===== src/eeprom_pkg.sv =====
// Purpose: Shared constants and types of the serial EEPROM command port.
// Assumes: Sixteen registers of sixteen bits, nine-bit instructions.
// Notes: Op codes and state codes live here only.
package eeprom_pkg;
  localparam int WORD_W = 16;
  localparam int ADDR_W = 4;
  localparam int REG_COUNT = 16;
  localparam int CMD_DEPTH = 2;
  localparam logic [1:0] GRP_CTL = 2'h0;
  localparam logic [1:0] GRP_WRITE = 2'h1;
  localparam logic [1:0] GRP_READ = 2'h2;
  localparam logic [1:0] GRP_ERASE = 2'h3;
  localparam logic [3:0] OP_PROG_DISABLE = 4'h0;
  localparam logic [3:0] OP_WRITE_ALL = 4'h1;
  localparam logic [3:0] OP_ERASE_ALL = 4'h2;
  localparam logic [3:0] OP_PROG_ENABLE = 4'h3;
  localparam logic [15:0] ERASED_WORD = 16'hFFFF;
  localparam logic [4:0] HDR_LAST = 5'h07;
  localparam logic [4:0] DATA_LAST = 5'h0F;
  localparam logic [4:0] READ_END = 5'h10;
  localparam logic [2:0] SYNC_RESET = 3'h0;
  // Host-side timing, kept for reference by the bench; the device does not time it.
  localparam int PROGRAM_TIME_MIN_MS = 5;
  localparam int PROGRAM_TIME_MAX_MS = 30;
  localparam int CS_LOW_MIN_US = 1;

  typedef struct packed {
    logic [3:0] op;
    logic [3:0] addr;
    logic [15:0] data;
  } cmd_t;

  typedef enum logic [2:0] {
    ST_IDLE = 3'b000,
    ST_HDR = 3'b001,
    ST_DATA = 3'b011,
    ST_READ = 3'b101,
    ST_DONE = 3'b111
  } shift_state_t;
endpackage


===== src/cmd_stream_if.sv =====
// Purpose: Valid/ready carrier for decoded instructions.
// Assumes: Transfer happens on a clock edge with valid and ready both high.
// Notes: Used between the shifter, the buffer and the executor.
`timescale 1ns/1ps
interface cmd_stream_if;
  import eeprom_pkg::*;
  logic valid;
  logic ready;
  cmd_t data;
  modport src(output valid, output data, input ready);
  modport snk(input valid, input data, output ready);
endinterface


===== src/cmd_fifo.sv =====
// Purpose: Small instruction buffer with honest full and empty.
// Assumes: Single clock, synchronous active-high reset.
// Notes: Depth is a parameter; the slots are not reset.
`timescale 1ns/1ps
module cmd_fifo
  import eeprom_pkg::*;
#(
  parameter int DEPTH = CMD_DEPTH
) (
  input wire logic ref_clk,
  input wire logic sys_rst,
  cmd_stream_if.snk fillPort,
  cmd_stream_if.src drainPort
);
  localparam int PW = (DEPTH > 1) ? $clog2(DEPTH) : 1;
  localparam logic [PW:0] FULL_COUNT = (PW + 1)'(DEPTH);

  cmd_t slots [DEPTH];
  logic [PW-1:0] wrPtr_q, wrPtr_d, rdPtr_q, rdPtr_d;
  logic [PW:0] count_q, count_d;
  logic push, pop;

  function automatic logic [PW-1:0] bump(input logic [PW-1:0] p);
    bump = (p == PW'(DEPTH - 1)) ? '0 : p + 1'b1;
  endfunction

  assign fillPort.ready = (count_q != FULL_COUNT);
  assign drainPort.valid = (count_q != '0);
  assign drainPort.data = slots[rdPtr_q];

  always_comb begin
    push = fillPort.valid && fillPort.ready;
    pop = drainPort.valid && drainPort.ready;
    wrPtr_d = push ? bump(wrPtr_q) : wrPtr_q;
    rdPtr_d = pop ? bump(rdPtr_q) : rdPtr_q;
    count_d = count_q;
    if (push && !pop) begin
      count_d = count_q + 1'b1;
    end else if (pop && !push) begin
      count_d = count_q - 1'b1;
    end
  end

  always_ff @(posedge ref_clk) begin
    if (sys_rst) begin
      wrPtr_q <= '0;
      rdPtr_q <= '0;
      count_q <= '0;
    end else begin
      wrPtr_q <= wrPtr_d;
      rdPtr_q <= rdPtr_d;
      count_q <= count_d;
    end
    if (push) begin
      slots[wrPtr_q] <= fillPort.data;
    end
  end
endmodule // cmd_fifo


===== src/serial_eeprom_port.sv =====
// Purpose: Serial command port and 16x16 cell array of a serial EEPROM.
// Assumes: Pins are asynchronous to ref_clk and are sampled through two flops.
// Notes: Programming lasts while chip select stays low after an instruction.
`timescale 1ns/1ps
module serial_eeprom_port
  import eeprom_pkg::*;
(
  input wire logic ref_clk,
  input wire logic sys_rst,
  input wire logic chipSelect,
  input wire logic serialClock,
  input wire logic serialIn,
  output logic serialOut,
  output logic serialOutEn_n,
  output logic programVoltage,
  output logic programEnabled
);
  cmd_stream_if fillBus();
  cmd_stream_if drainBus();

  logic [1:0] csSync_q, csSync_d, sckSync_q, sckSync_d, dinSync_q, dinSync_d;
  logic csPrev_q, sckPrev_q;
  logic csHigh, csFall, sckRise, din;
  shift_state_t st_q, st_d;
  logic [4:0] cnt_q, cnt_d;
  logic [7:0] hdr_q, hdr_d;
  logic [15:0] data_q, data_d, outSh_q, outSh_d;
  logic out_q, out_d, oeN_q, oeN_d;
  logic pushValid, rdLoad;
  logic [15:0] mem_q [REG_COUNT];
  logic [15:0] mem_d [REG_COUNT];
  logic en_q, en_d, prog_q, prog_d;
  logic popFire, isCtl, memWe;
  cmd_t cmd;

  function automatic logic needsData(input logic [3:0] op);
    needsData = (op[3:2] == GRP_WRITE) || (op == OP_WRITE_ALL);
  endfunction

  // Only the second stage of each synchroniser is read by logic.
  assign csHigh = csSync_q[1];
  assign din = dinSync_q[1];
  assign sckRise = sckSync_q[1] && !sckPrev_q;
  assign csFall = !csSync_q[1] && csPrev_q;

  always_comb begin
    csSync_d = {csSync_q[0], chipSelect};
    sckSync_d = {sckSync_q[0], serialClock};
    dinSync_d = {dinSync_q[0], serialIn};
  end

  always_ff @(posedge ref_clk) begin
    if (sys_rst) begin
      csSync_q <= SYNC_RESET[1:0];
      sckSync_q <= SYNC_RESET[1:0];
      dinSync_q <= SYNC_RESET[1:0];
      csPrev_q <= 1'b0;
      sckPrev_q <= 1'b0;
    end else begin
      csSync_q <= csSync_d;
      sckSync_q <= sckSync_d;
      dinSync_q <= dinSync_d;
      csPrev_q <= csSync_q[1];
      sckPrev_q <= sckSync_q[1];
    end
  end

  // Instruction shifter and read-out path.
  always_comb begin
    st_d = st_q;
    cnt_d = cnt_q;
    hdr_d = hdr_q;
    data_d = data_q;
    outSh_d = outSh_q;
    out_d = out_q;
    oeN_d = oeN_q;
    pushValid = 1'b0;
    rdLoad = 1'b0;
    if (!csHigh) begin
      st_d = ST_IDLE;
      oeN_d = 1'b1;
    end else if (sckRise) begin
      case (st_q)
        ST_IDLE: begin
          if (din) begin
            st_d = ST_HDR;
            cnt_d = '0;
          end
        end
        ST_HDR: begin
          hdr_d = {hdr_q[6:0], din};
          cnt_d = cnt_q + 1'b1;
          if (cnt_q == HDR_LAST) begin
            cnt_d = '0;
            if (hdr_d[7:6] == GRP_READ) begin
              st_d = ST_READ;
              outSh_d = mem_q[hdr_d[3:0]];
              out_d = 1'b0;
              oeN_d = 1'b0;
              rdLoad = 1'b1;
            end else if (needsData(hdr_d[7:4])) begin
              st_d = ST_DATA;
            end else begin
              pushValid = 1'b1;
              st_d = ST_DONE;
            end
          end
        end
        ST_DATA: begin
          data_d = {data_q[14:0], din};
          cnt_d = cnt_q + 1'b1;
          if (cnt_q == DATA_LAST) begin
            pushValid = 1'b1;
            st_d = ST_DONE;
          end
        end
        ST_READ: begin
          cnt_d = cnt_q + 1'b1;
          if (cnt_q == READ_END) begin
            st_d = ST_DONE;
            oeN_d = 1'b1;
          end else begin
            out_d = outSh_q[15];
            outSh_d = {outSh_q[14:0], 1'b0};
          end
        end
        ST_DONE: begin
          st_d = ST_DONE;
        end
        default: begin
          st_d = ST_IDLE;
        end
      endcase
    end
  end

  always_ff @(posedge ref_clk) begin
    if (sys_rst) begin
      st_q <= ST_IDLE;
      cnt_q <= '0;
      hdr_q <= '0;
      data_q <= '0;
      outSh_q <= '0;
      out_q <= 1'b0;
      oeN_q <= 1'b1;
    end else begin
      st_q <= st_d;
      cnt_q <= cnt_d;
      hdr_q <= hdr_d;
      data_q <= data_d;
      outSh_q <= outSh_d;
      out_q <= out_d;
      oeN_q <= oeN_d;
    end
  end

  // A command refused by a full buffer is dropped; it cannot fill in practice.
  assign fillBus.valid = pushValid;
  assign fillBus.data = cmd_t'{op: hdr_d[7:4], addr: hdr_d[3:0], data: data_d};

  cmd_fifo #(
    .DEPTH(CMD_DEPTH)
  ) cmdBuffer (
    .ref_clk(ref_clk),
    .sys_rst(sys_rst),
    .fillPort(fillBus),
    .drainPort(drainBus)
  );

  // Executor: control ops act at once, program ops wait for the select fall.
  assign cmd = drainBus.data;
  assign isCtl = (cmd.op == OP_PROG_ENABLE) || (cmd.op == OP_PROG_DISABLE);
  assign popFire = drainBus.valid && (isCtl || csFall);
  assign drainBus.ready = popFire;

  always_comb begin
    mem_d = mem_q;
    en_d = en_q;
    prog_d = prog_q;
    memWe = 1'b0;
    if (prog_q && csHigh) begin
      prog_d = 1'b0;
    end
    if (popFire) begin
      if (cmd.op == OP_PROG_ENABLE) begin
        en_d = 1'b1;
      end else if (cmd.op == OP_PROG_DISABLE) begin
        en_d = 1'b0;
      end else if (en_q) begin
        prog_d = 1'b1;
        memWe = 1'b1;
        case (cmd.op[3:2])
          GRP_WRITE: begin
            mem_d[cmd.addr] = mem_q[cmd.addr] & cmd.data;
          end
          GRP_ERASE: begin
            mem_d[cmd.addr] = ERASED_WORD;
          end
          default: begin
            for (int i = 0; i < REG_COUNT; i++) begin
              mem_d[i] = (cmd.op == OP_ERASE_ALL) ? ERASED_WORD : cmd.data;
            end
          end
        endcase
      end
    end
  end

  always_ff @(posedge ref_clk) begin
    if (sys_rst) begin
      en_q <= 1'b0;
      prog_q <= 1'b0;
      for (int i = 0; i < REG_COUNT; i++) begin
        mem_q[i] <= ERASED_WORD;
      end
    end else begin
      en_q <= en_d;
      prog_q <= prog_d;
      mem_q <= mem_d;
    end
  end

  assign serialOut = out_q;
  assign serialOutEn_n = oeN_q;
  assign programVoltage = prog_q;
  assign programEnabled = en_q;

  AST_OUT_RELEASE: assert property (
    @(posedge ref_clk) disable iff (sys_rst) !csHigh |=> serialOutEn_n)
    else $error("Serial output still driven with select low.");

  AST_READ_DUMMY: assert property (
    @(posedge ref_clk) disable iff (sys_rst) rdLoad |=> (!serialOutEn_n && !serialOut))
    else $error("Read did not start with a driven zero.");

  AST_OUT_ON_RISE: assert property (
    @(posedge ref_clk) disable iff (sys_rst) $changed(serialOut) |-> $past(sckRise))
    else $error("Serial output changed away from a clock rise.");

  AST_WRITE_GATED: assert property (
    @(posedge ref_clk) disable iff (sys_rst) memWe |-> en_q)
    else $error("Cell written while programming disabled.");

  AST_ERASE_ONES: assert property (
    @(posedge ref_clk) disable iff (sys_rst)
    (memWe && cmd.op[3:2] == GRP_ERASE) |=> (mem_q[$past(cmd.addr)] == ERASED_WORD))
    else $error("Erased register is not all ones.");

  AST_CYCLE_END: assert property (
    @(posedge ref_clk) disable iff (sys_rst) (prog_q && csHigh) |=> !prog_q)
    else $error("Programming cycle outlived select rise.");

  AST_HV_START: assert property (
    @(posedge ref_clk) disable iff (sys_rst) $rose(prog_q) |-> $past(csFall && en_q))
    else $error("Programming voltage rose without a select fall.");

  AST_ENABLE_CMD: assert property (
    @(posedge ref_clk) disable iff (sys_rst)
    (popFire && cmd.op == OP_PROG_ENABLE) |=> en_q)
    else $error("Enable command did not set the enable state.");

  AST_START_WAIT: assert property (
    @(posedge ref_clk) disable iff (sys_rst)
    (st_q == ST_IDLE && csHigh && sckRise && !din) |=> (st_q == ST_IDLE))
    else $error("Left idle without a start bit.");

  AST_ERASE_ALL: assert property (
    @(posedge ref_clk) disable iff (sys_rst)
    (memWe && cmd.op == OP_ERASE_ALL) |=> (mem_q[0] == ERASED_WORD && mem_q[15] == ERASED_WORD))
    else $error("Erase-all left a register not all ones.");
endmodule // serial_eeprom_port


===== config.mk =====
export PLATFORM = sky130hd
export DESIGN_NAME = serial_eeprom_port
export DESIGN_NICKNAME = d
export VERILOG_FILES = /design/src/eeprom_pkg.sv /design/src/cmd_stream_if.sv /design/src/cmd_fifo.sv /design/src/serial_eeprom_port.sv
export SDC_FILE = /design/constraint.sdc
export NUM_CORES = 1
export LEC_CHECK = 0
export BUFFER_PORTS_ARGS = -buffer_cell sky130_fd_sc_hd__buf_2
export CAP_MARGIN = 20
export CORE_ASPECT_RATIO = 0.9
export CORE_MARGIN = 8
export CORE_UTILIZATION = 25
export CTS_BUF_LIST = sky130_fd_sc_hd__clkbuf_8
export DETAILED_ROUTE_END_ITERATION = 7
export PLACE_DENSITY_LB_ADDON = 0.08
export SLEW_MARGIN = 40
export SYNTH_ARGS = -nofsm -noshare
export SYNTH_HDL_FRONTEND = slang
export SYNTH_SLANG_ARGS = --single-unit

===== constraint.sdc =====
create_clock -name ref_clk -period 4.6 [get_ports ref_clk]
set_clock_uncertainty 0.15 [all_clocks]
set_input_delay 0.69 -clock ref_clk [delete_from_list [all_inputs] [get_ports ref_clk]]
set_output_delay 0.69 -clock ref_clk [all_outputs]
set_load 0.03 [all_outputs]

**Yosys cells after proc, flatten, opt, wreduce, memory -nomap -nowiden**

Memory sizes are Yosys's and may differ from the RTL's. A register that Yosys moved wholly into a read port is not among the register bits.
Cells that the tools add are included.

- Register bits after elaboration: 320
- Memories kept: 1
- Input bits: 5
- Logic and storage cells: 160
- Memory bits (writable): 48

Memory list:

| memory | depth | bits a word | read ports | clocked after memory_dff | write ports | line | text |
|---|---|---|---|---|---|---|---|
| cmdBuffer.slots | 2 | 24 | 1 | 1 | 1 | cmd_fifo.sv:18 | `cmd_t slots [DEPTH];` |

- Magnitude comparators: 3
- Equality and inequality tests: 21
- Bitwise logic cells: 7
- Reductions and logical operators: 31
- Multiplexer cells: 59
- Add/sub/neg operators: 5

Operators with widths:

| operator | count |
|---|---|
| case mux 256 bit (2 select lines) | 1 |
| bitwise mux 256 bit | 1 |
| bitwise OR 256 bit | 1 |
| 2-to-1 mux 16 bit | 12 |
| binary-select mux 16 bit (select 4 bit) | 2 |
| demux 16 bit (select 4 bit) | 1 |
| case mux 16 bit (2 select lines) | 1 |
| 2-to-1 mux 8 bit | 3 |
| 2-to-1 mux 1 bit | 23 |
| 2-to-1 mux 3 bit | 6 |
| AND 16 bit | 1 |
| case mux 3 bit (5 select lines) | 1 |
| case mux 5 bit (3 select lines) | 1 |
| != test 2 bit, second input constant | 7 |
| >= comparator 5 bit, second input constant | 2 |
| 2-to-1 mux 5 bit | 2 |
| inverter 4 -> 5 bit | 2 |
| AND reduction 5 bit | 2 |
| logical AND 1 bit | 9 |
| == test 4 x 2 -> 1 bit, second input constant | 2 |
| AND reduction 4 bit | 2 |
| nonzero test 2 bit | 4 |
| == test 3 bit, second input constant | 2 |
| case mux 1 bit (2 select lines) | 3 |
| 23 further kinds | 35 |

**Longest topological paths before layout**

- Depth after elaboration: 13
- Depth in mapped cells: 11
- Depth with buffers taken out: 9

**Hierarchy**

From an unflattened synthesis, not the netlist that was laid out.

- Cell total of the unflattened synthesis: 2035
- Area, all modules: 20591.0 um2

By module, submodules not included:

| module | times used | sequential area each (um2) | area an instance (um2) | cells an instance |
|---|---|---|---|---|
| serial_eeprom_port | 1 | 6326.1 | 18641.6 | 1936 |
| cmd_fifo | 1 | 1541.5 | 1949.4 | 99 |

**Worst setup path before layout**

OpenSTA, ideal clock, no wires.

- Path type: register to register
- Start point: register cnt_q[0]
- End point: memory cmdBuffer.slots[0][0] (netlist name), enable pin
- Slack: 1.434 ns
- Data arrival time: 2.608 ns
- Cell stages (with the launch flop): 7
- Buffers on the path: 0
- Cell sequence: dfxtp_1 > ha_1 > nand4bb_1 > nor4_1 > o21ai_0 > a221oi_1 > nor2b_1

- Longest elaborated chain between the ends: 8

Ends and longest elaborated chain:

| what | line | text |
|---|---|---|
| from (decl) | serial_eeprom_port.sv:25 | `logic [4:0] cnt_q, cnt_d;` |
| from (signal assigned) | serial_eeprom_port.sv:148 | `cnt_q <= cnt_d;` |
| == test 5 x 4 -> 1 bit / == test 5 x 3 -> 1 bit (equally long branches) | serial_eeprom_port.sv:112, serial_eeprom_port.sv:93 |  |
| 2-to-1 mux 1 bit, on equally long branches | serial_eeprom_port.sv:112, serial_eeprom_port.sv:93 |  |
| case mux 1 bit (2 select lines) * | serial_eeprom_port.sv:83 | `case (st_q)` |
| 2-to-1 mux 1 bit * | serial_eeprom_port.sv:82 | `end else if (sckRise) begin` |
| 2-to-1 mux 1 bit * | serial_eeprom_port.sv:79 | `if (!csHigh) begin` |
| logical AND 1 bit * | cmd_fifo.sv:32 | `push = fillPort.valid && fillPort.ready;` |
| named net cmdBuffer.push | cmd_fifo.sv:21 | `logic push, pop;` |
| 2-to-1 mux 1 bit * | cmd_fifo.sv:54 | `if (push) begin` |
| 2-to-1 mux 1 bit (not written as such) * | cmd_fifo.sv:55 | `slots[wrPtr_q] <= fillPort.data;` |
| to (decl) | cmd_fifo.sv:18 |  |

Mark *: on every way through the listed nets, which the timed path passes. The rest lies on a longest branch.

==> metrics.md <==
| Metric | Value |
|---|---|
| Clock Sinks | around 370 |
| Ys flop type | dfxtp_1 |
| CTS buffer count | 73 |
| CTS max path bufs | 3 |
| CTS tree | yes |
| RSZ-0062 raised after global routing | false |
| Fin nets | roughly 2200 |
| Share of post-route cells with drive strength above 1 | 0.194 |
| Final min period | around 3.5 ns |
| Post-synth ARST share | 0 |
| Worst-skew pair later-pin latency | approximately 0.7 ns |
| Core Util, Final | 0.295 |
| XOR/XNOR Fraction of Synth Area | 0.00263 |
| Cell Area, Synth | between 15000 and 20000 um2 |
| Postcts setup bufs | 0 |
| Fill count | 8198 |
| Status | finished clean |
| Design Area, Final | between 20000 and 25000 um2 |
| Distinct cells, synth | 64 |
| I/O Buffers | 8 |
| Endpoints failing setup | 0 |
| Root buffer cell | clkbuf_8 |
| Die Width | around 310 um |
| Syn Inst Count | 2160 |
| Cts repair resizes | 0 |
| H-tree levels | 3 |
| Worst hold slack | slightly above 0.08 ns |
| Fmax | 0.285 GHz |
| Vias in the first global route | around 19000 |
| Final GP Congestion | 0.797 |
| Seq/Total Area, Yosys | 0.394 |
| DRT iter0 DRCs | slightly above 2000 |
| Post-synth EDFFs | 48 |
| WP data required | 5.06 ns |
| CP endpoint kind | register |
| Worst slew pin tran | between 0.8 and 0.9 ns |
| Max Fanout on Critical Path | 26 |
| Synth top area share | 0.322 |
| CTS Hold Bufs | 0 |
| TritonRoute pass-1 iters | 6 |
| Power per cell area | ~330 nW/um2 |
| Vias per cell | 6.06 |
| Pleak | approximately 8.3 nW |
| Final Cycle Share | 0.762 |
| Buf/Inv on CP | 3 |
| DP Area | between 20000 and 25000 um2 |
| First-pass GRT wire length | ~140000 um |
| Multiplexer share of the synthesized area | 0.112 |
| Setup_tns | 0 ns |
| Die area | slightly below 90000 um2 |
| Post-DP HPWL | between 50000 and 60000 um |
| Post-synthesis compound-gate area fraction | 0.325 |
| Synth Area in Simple Gates | 0.112 |
| Largest net degree at the start of global routing | approximately 140 |
| Antenna Nets Post-Route | 0 |
| Critical Path Most Common Cell | buf_4 |
| Setup ws final | 1.10 ns |
| Worst hold path type | primary input to register |
| Synth Register Bits | roughly 370 |
| Critical Setup Path Class | register to register |
| CTS clk-pin slew, worst paths | 0.06 ns |
| Area delta synth->final | 17.3% |
| Critical Path Source Type | register |
| Synth warnings | 0 |
| Maximum vdd drop | 0.182 mV |
| Gr ovfl total | 0 |
| Slowest library cell on the worst path | dfxtp_2 |
| Worst-path cell chain | nor3b_4 -> buf_4 -> nor2_4 -> buf_4 -> o2111ai_1 -> a222oi_1 -> a21boi_1 -> buf_4 -> a21oi_1 |
| Wirelength per Cell | 31.0 um |
| Synth area leaders | dfxtp_1 32%, a221oi_1 11%, mux4_2 7.3% |
| Die Span Y | about 280 um |
| Syn_nets | ~2200 |
| Row Count | 98 |
| DRC viols | 0 |
| Crit-path leading delay family | buffers and inverters |
| Worst path max stage delay | approximately 0.70 ns |
| Synth Area per Inst | ~9.2 um2 |
| Post-place setup slack | roughly 1.1 ns |
| GRT Overall Usage | 0.218 |
| Initial core utilization | 0.252 |
| Post-synth top cells | 321 x dfxtp_1, 299 x nand2_1, 289 x a21oi_1 |
| Max-Cap Viols | 0 |
| Yosys top cell by area | dfxtp_1 |
| Adder-cell share of the synthesized area | 0.00251 |
| Worst EP arrival | a little under 4 ns |
| Via count | between 15000 and 20000 |
| Max-slew headroom | 0.424 |
| Drt total wl | a little over 100000 um |
| Main combinational cell family by area after synthesis | compound AO/OA/AOI/OAI gates |
| Initial antenna violation count | 3 |
| Core Footprint | around 79000 um2 |
| Fin. Hold Viols | 0 |
| Pins Over Slew Limit | 0 |
| Num ports | 9 |
| Most common cell in the synthesized netlist | dfxtp_1 |
-- placed cells by master (no fill, tap or decap), drive strengths merged, types with 26 or more instances in the layout --
| cell type | synthesis | final |
|---|---|---|
| dfxtp | 321 | 321 |
| a21oi | 303 | 303 |
| nand2 | 299 | 299 |
| a221oi | 258 | 258 |
| o21bai | 177 | 177 |
| buf | 89 | 157 |
| clkbuf | 147 | 85 |
| mux4 | 65 | 65 |
| o2111ai | 59 | 59 |
| inv | 14 | 50 |
| edfxtp | 48 | 48 |
| mux2i | 47 | 47 |
| nor2 | 47 | 47 |
| nor2b | 39 | 39 |
| nor3 | 36 | 36 |
| mux2 | 26 | 26 |
| o22ai | 26 | 26 |
-- routing by layer --
| metal | up-vias | global-route usage | routed length [um] |
|---|---|---|---|
| met5 | - | 0 | 14 |
| met4 | 2 | 0.0953 | 4750 |
| met3 | 263 | 0.0459 | 7460 |
| met2 | 981 | 0.321 | 43500 |
| met1 | 10100 | 0.304 | 45600 |
| li1 | 8455 | - | - |
-- cell families after synthesis --
| logic type | count (synthesis) |
|---|---|
| XOR/XNOR | 6 |
| adder cells (fa/ha/maj) | 4 |
| AO/OA/AOI/OAI | 908 |
| buffers and inverters | 250 |
| AND/OR/NAND/NOR | 485 |
| multiplexers | 138 |
| flip-flops | 369 |
-- worst reg2reg max path: cells and delay by family (launching register included) --
family                 cells  cell delay (ns)
and+or+nand+nor            2             0.74
buffers and inverters      3             0.96
AOI/OAI and AO/OA          4             0.90
DFF                        1             0.70
-- layout make-up --
cell class / count / area [um2] / share of cell area
Sequential cell: 369 / 7880 / 0.336
Inverter: 14 / 52.6 / 0.00224
Multi-Input combinational cell: 1541 / 11400 / 0.487
Clock buffer: 84 / 1160 / 0.0494
Timing Repair Buffer: 158 / 1310 / 0.0560
Antenna cell: 1 / 2.50 / 0.000107
Clock inverter: 48 / 289 / 0.0123
Tap cell: 1050 / 1310 / 0.0561
-- through the flow --
| stage | total power [mW] | std cells |
|---|---|---|
| floorplan | 3.84 | 2160 |
| global placement | 4.43 | 3131 |
| detailed placement | 4.44 | 3131 |
| CTS | 7.91 | 3263 |
| global route | 8.10 | 3265 |
| finish | 7.84 | 3265 |
-- report_power, final --
| part | total, mW | switching [mW] | internal, mW |
|---|---|---|---|
| registers | 3.30 | 0.0343 | 3.27 |
| clock network | 3.44 | 1.60 | 1.84 |
| logic | 1.10 | 0.879 | 0.218 |
-- path summary, 6_finish.rpt --
check,start,cells after the start,to,slack [ns]
max,register,9,mem_q[171]$_SDFFE_PP1P_,1.10
min,chipSelect,2,csSync_q[0]$_SDFF_PP0_,0.08
max reg2reg,register,9,mem_q[171]$_SDFFE_PP1P_,1.10
min reg2reg,dinSync_q[0]$_SDFF_PP0_,1,dinSync_q[1]$_SDFF_PP0_,0.29
-- flip-flops by register name, indices dropped and copies added, names as in the netlist, 3 cells and up, named ones only --
| name | count |
|---|---|
| cmdBuffer.slots | 48 |
| cnt_q | 5 |
| data_q | 16 |
| hdr_q | 8 |
| mem_q | 256 |
| outSh_q | 16 |
| st_q | 3 |
Power figures use the tool's default switching activity.
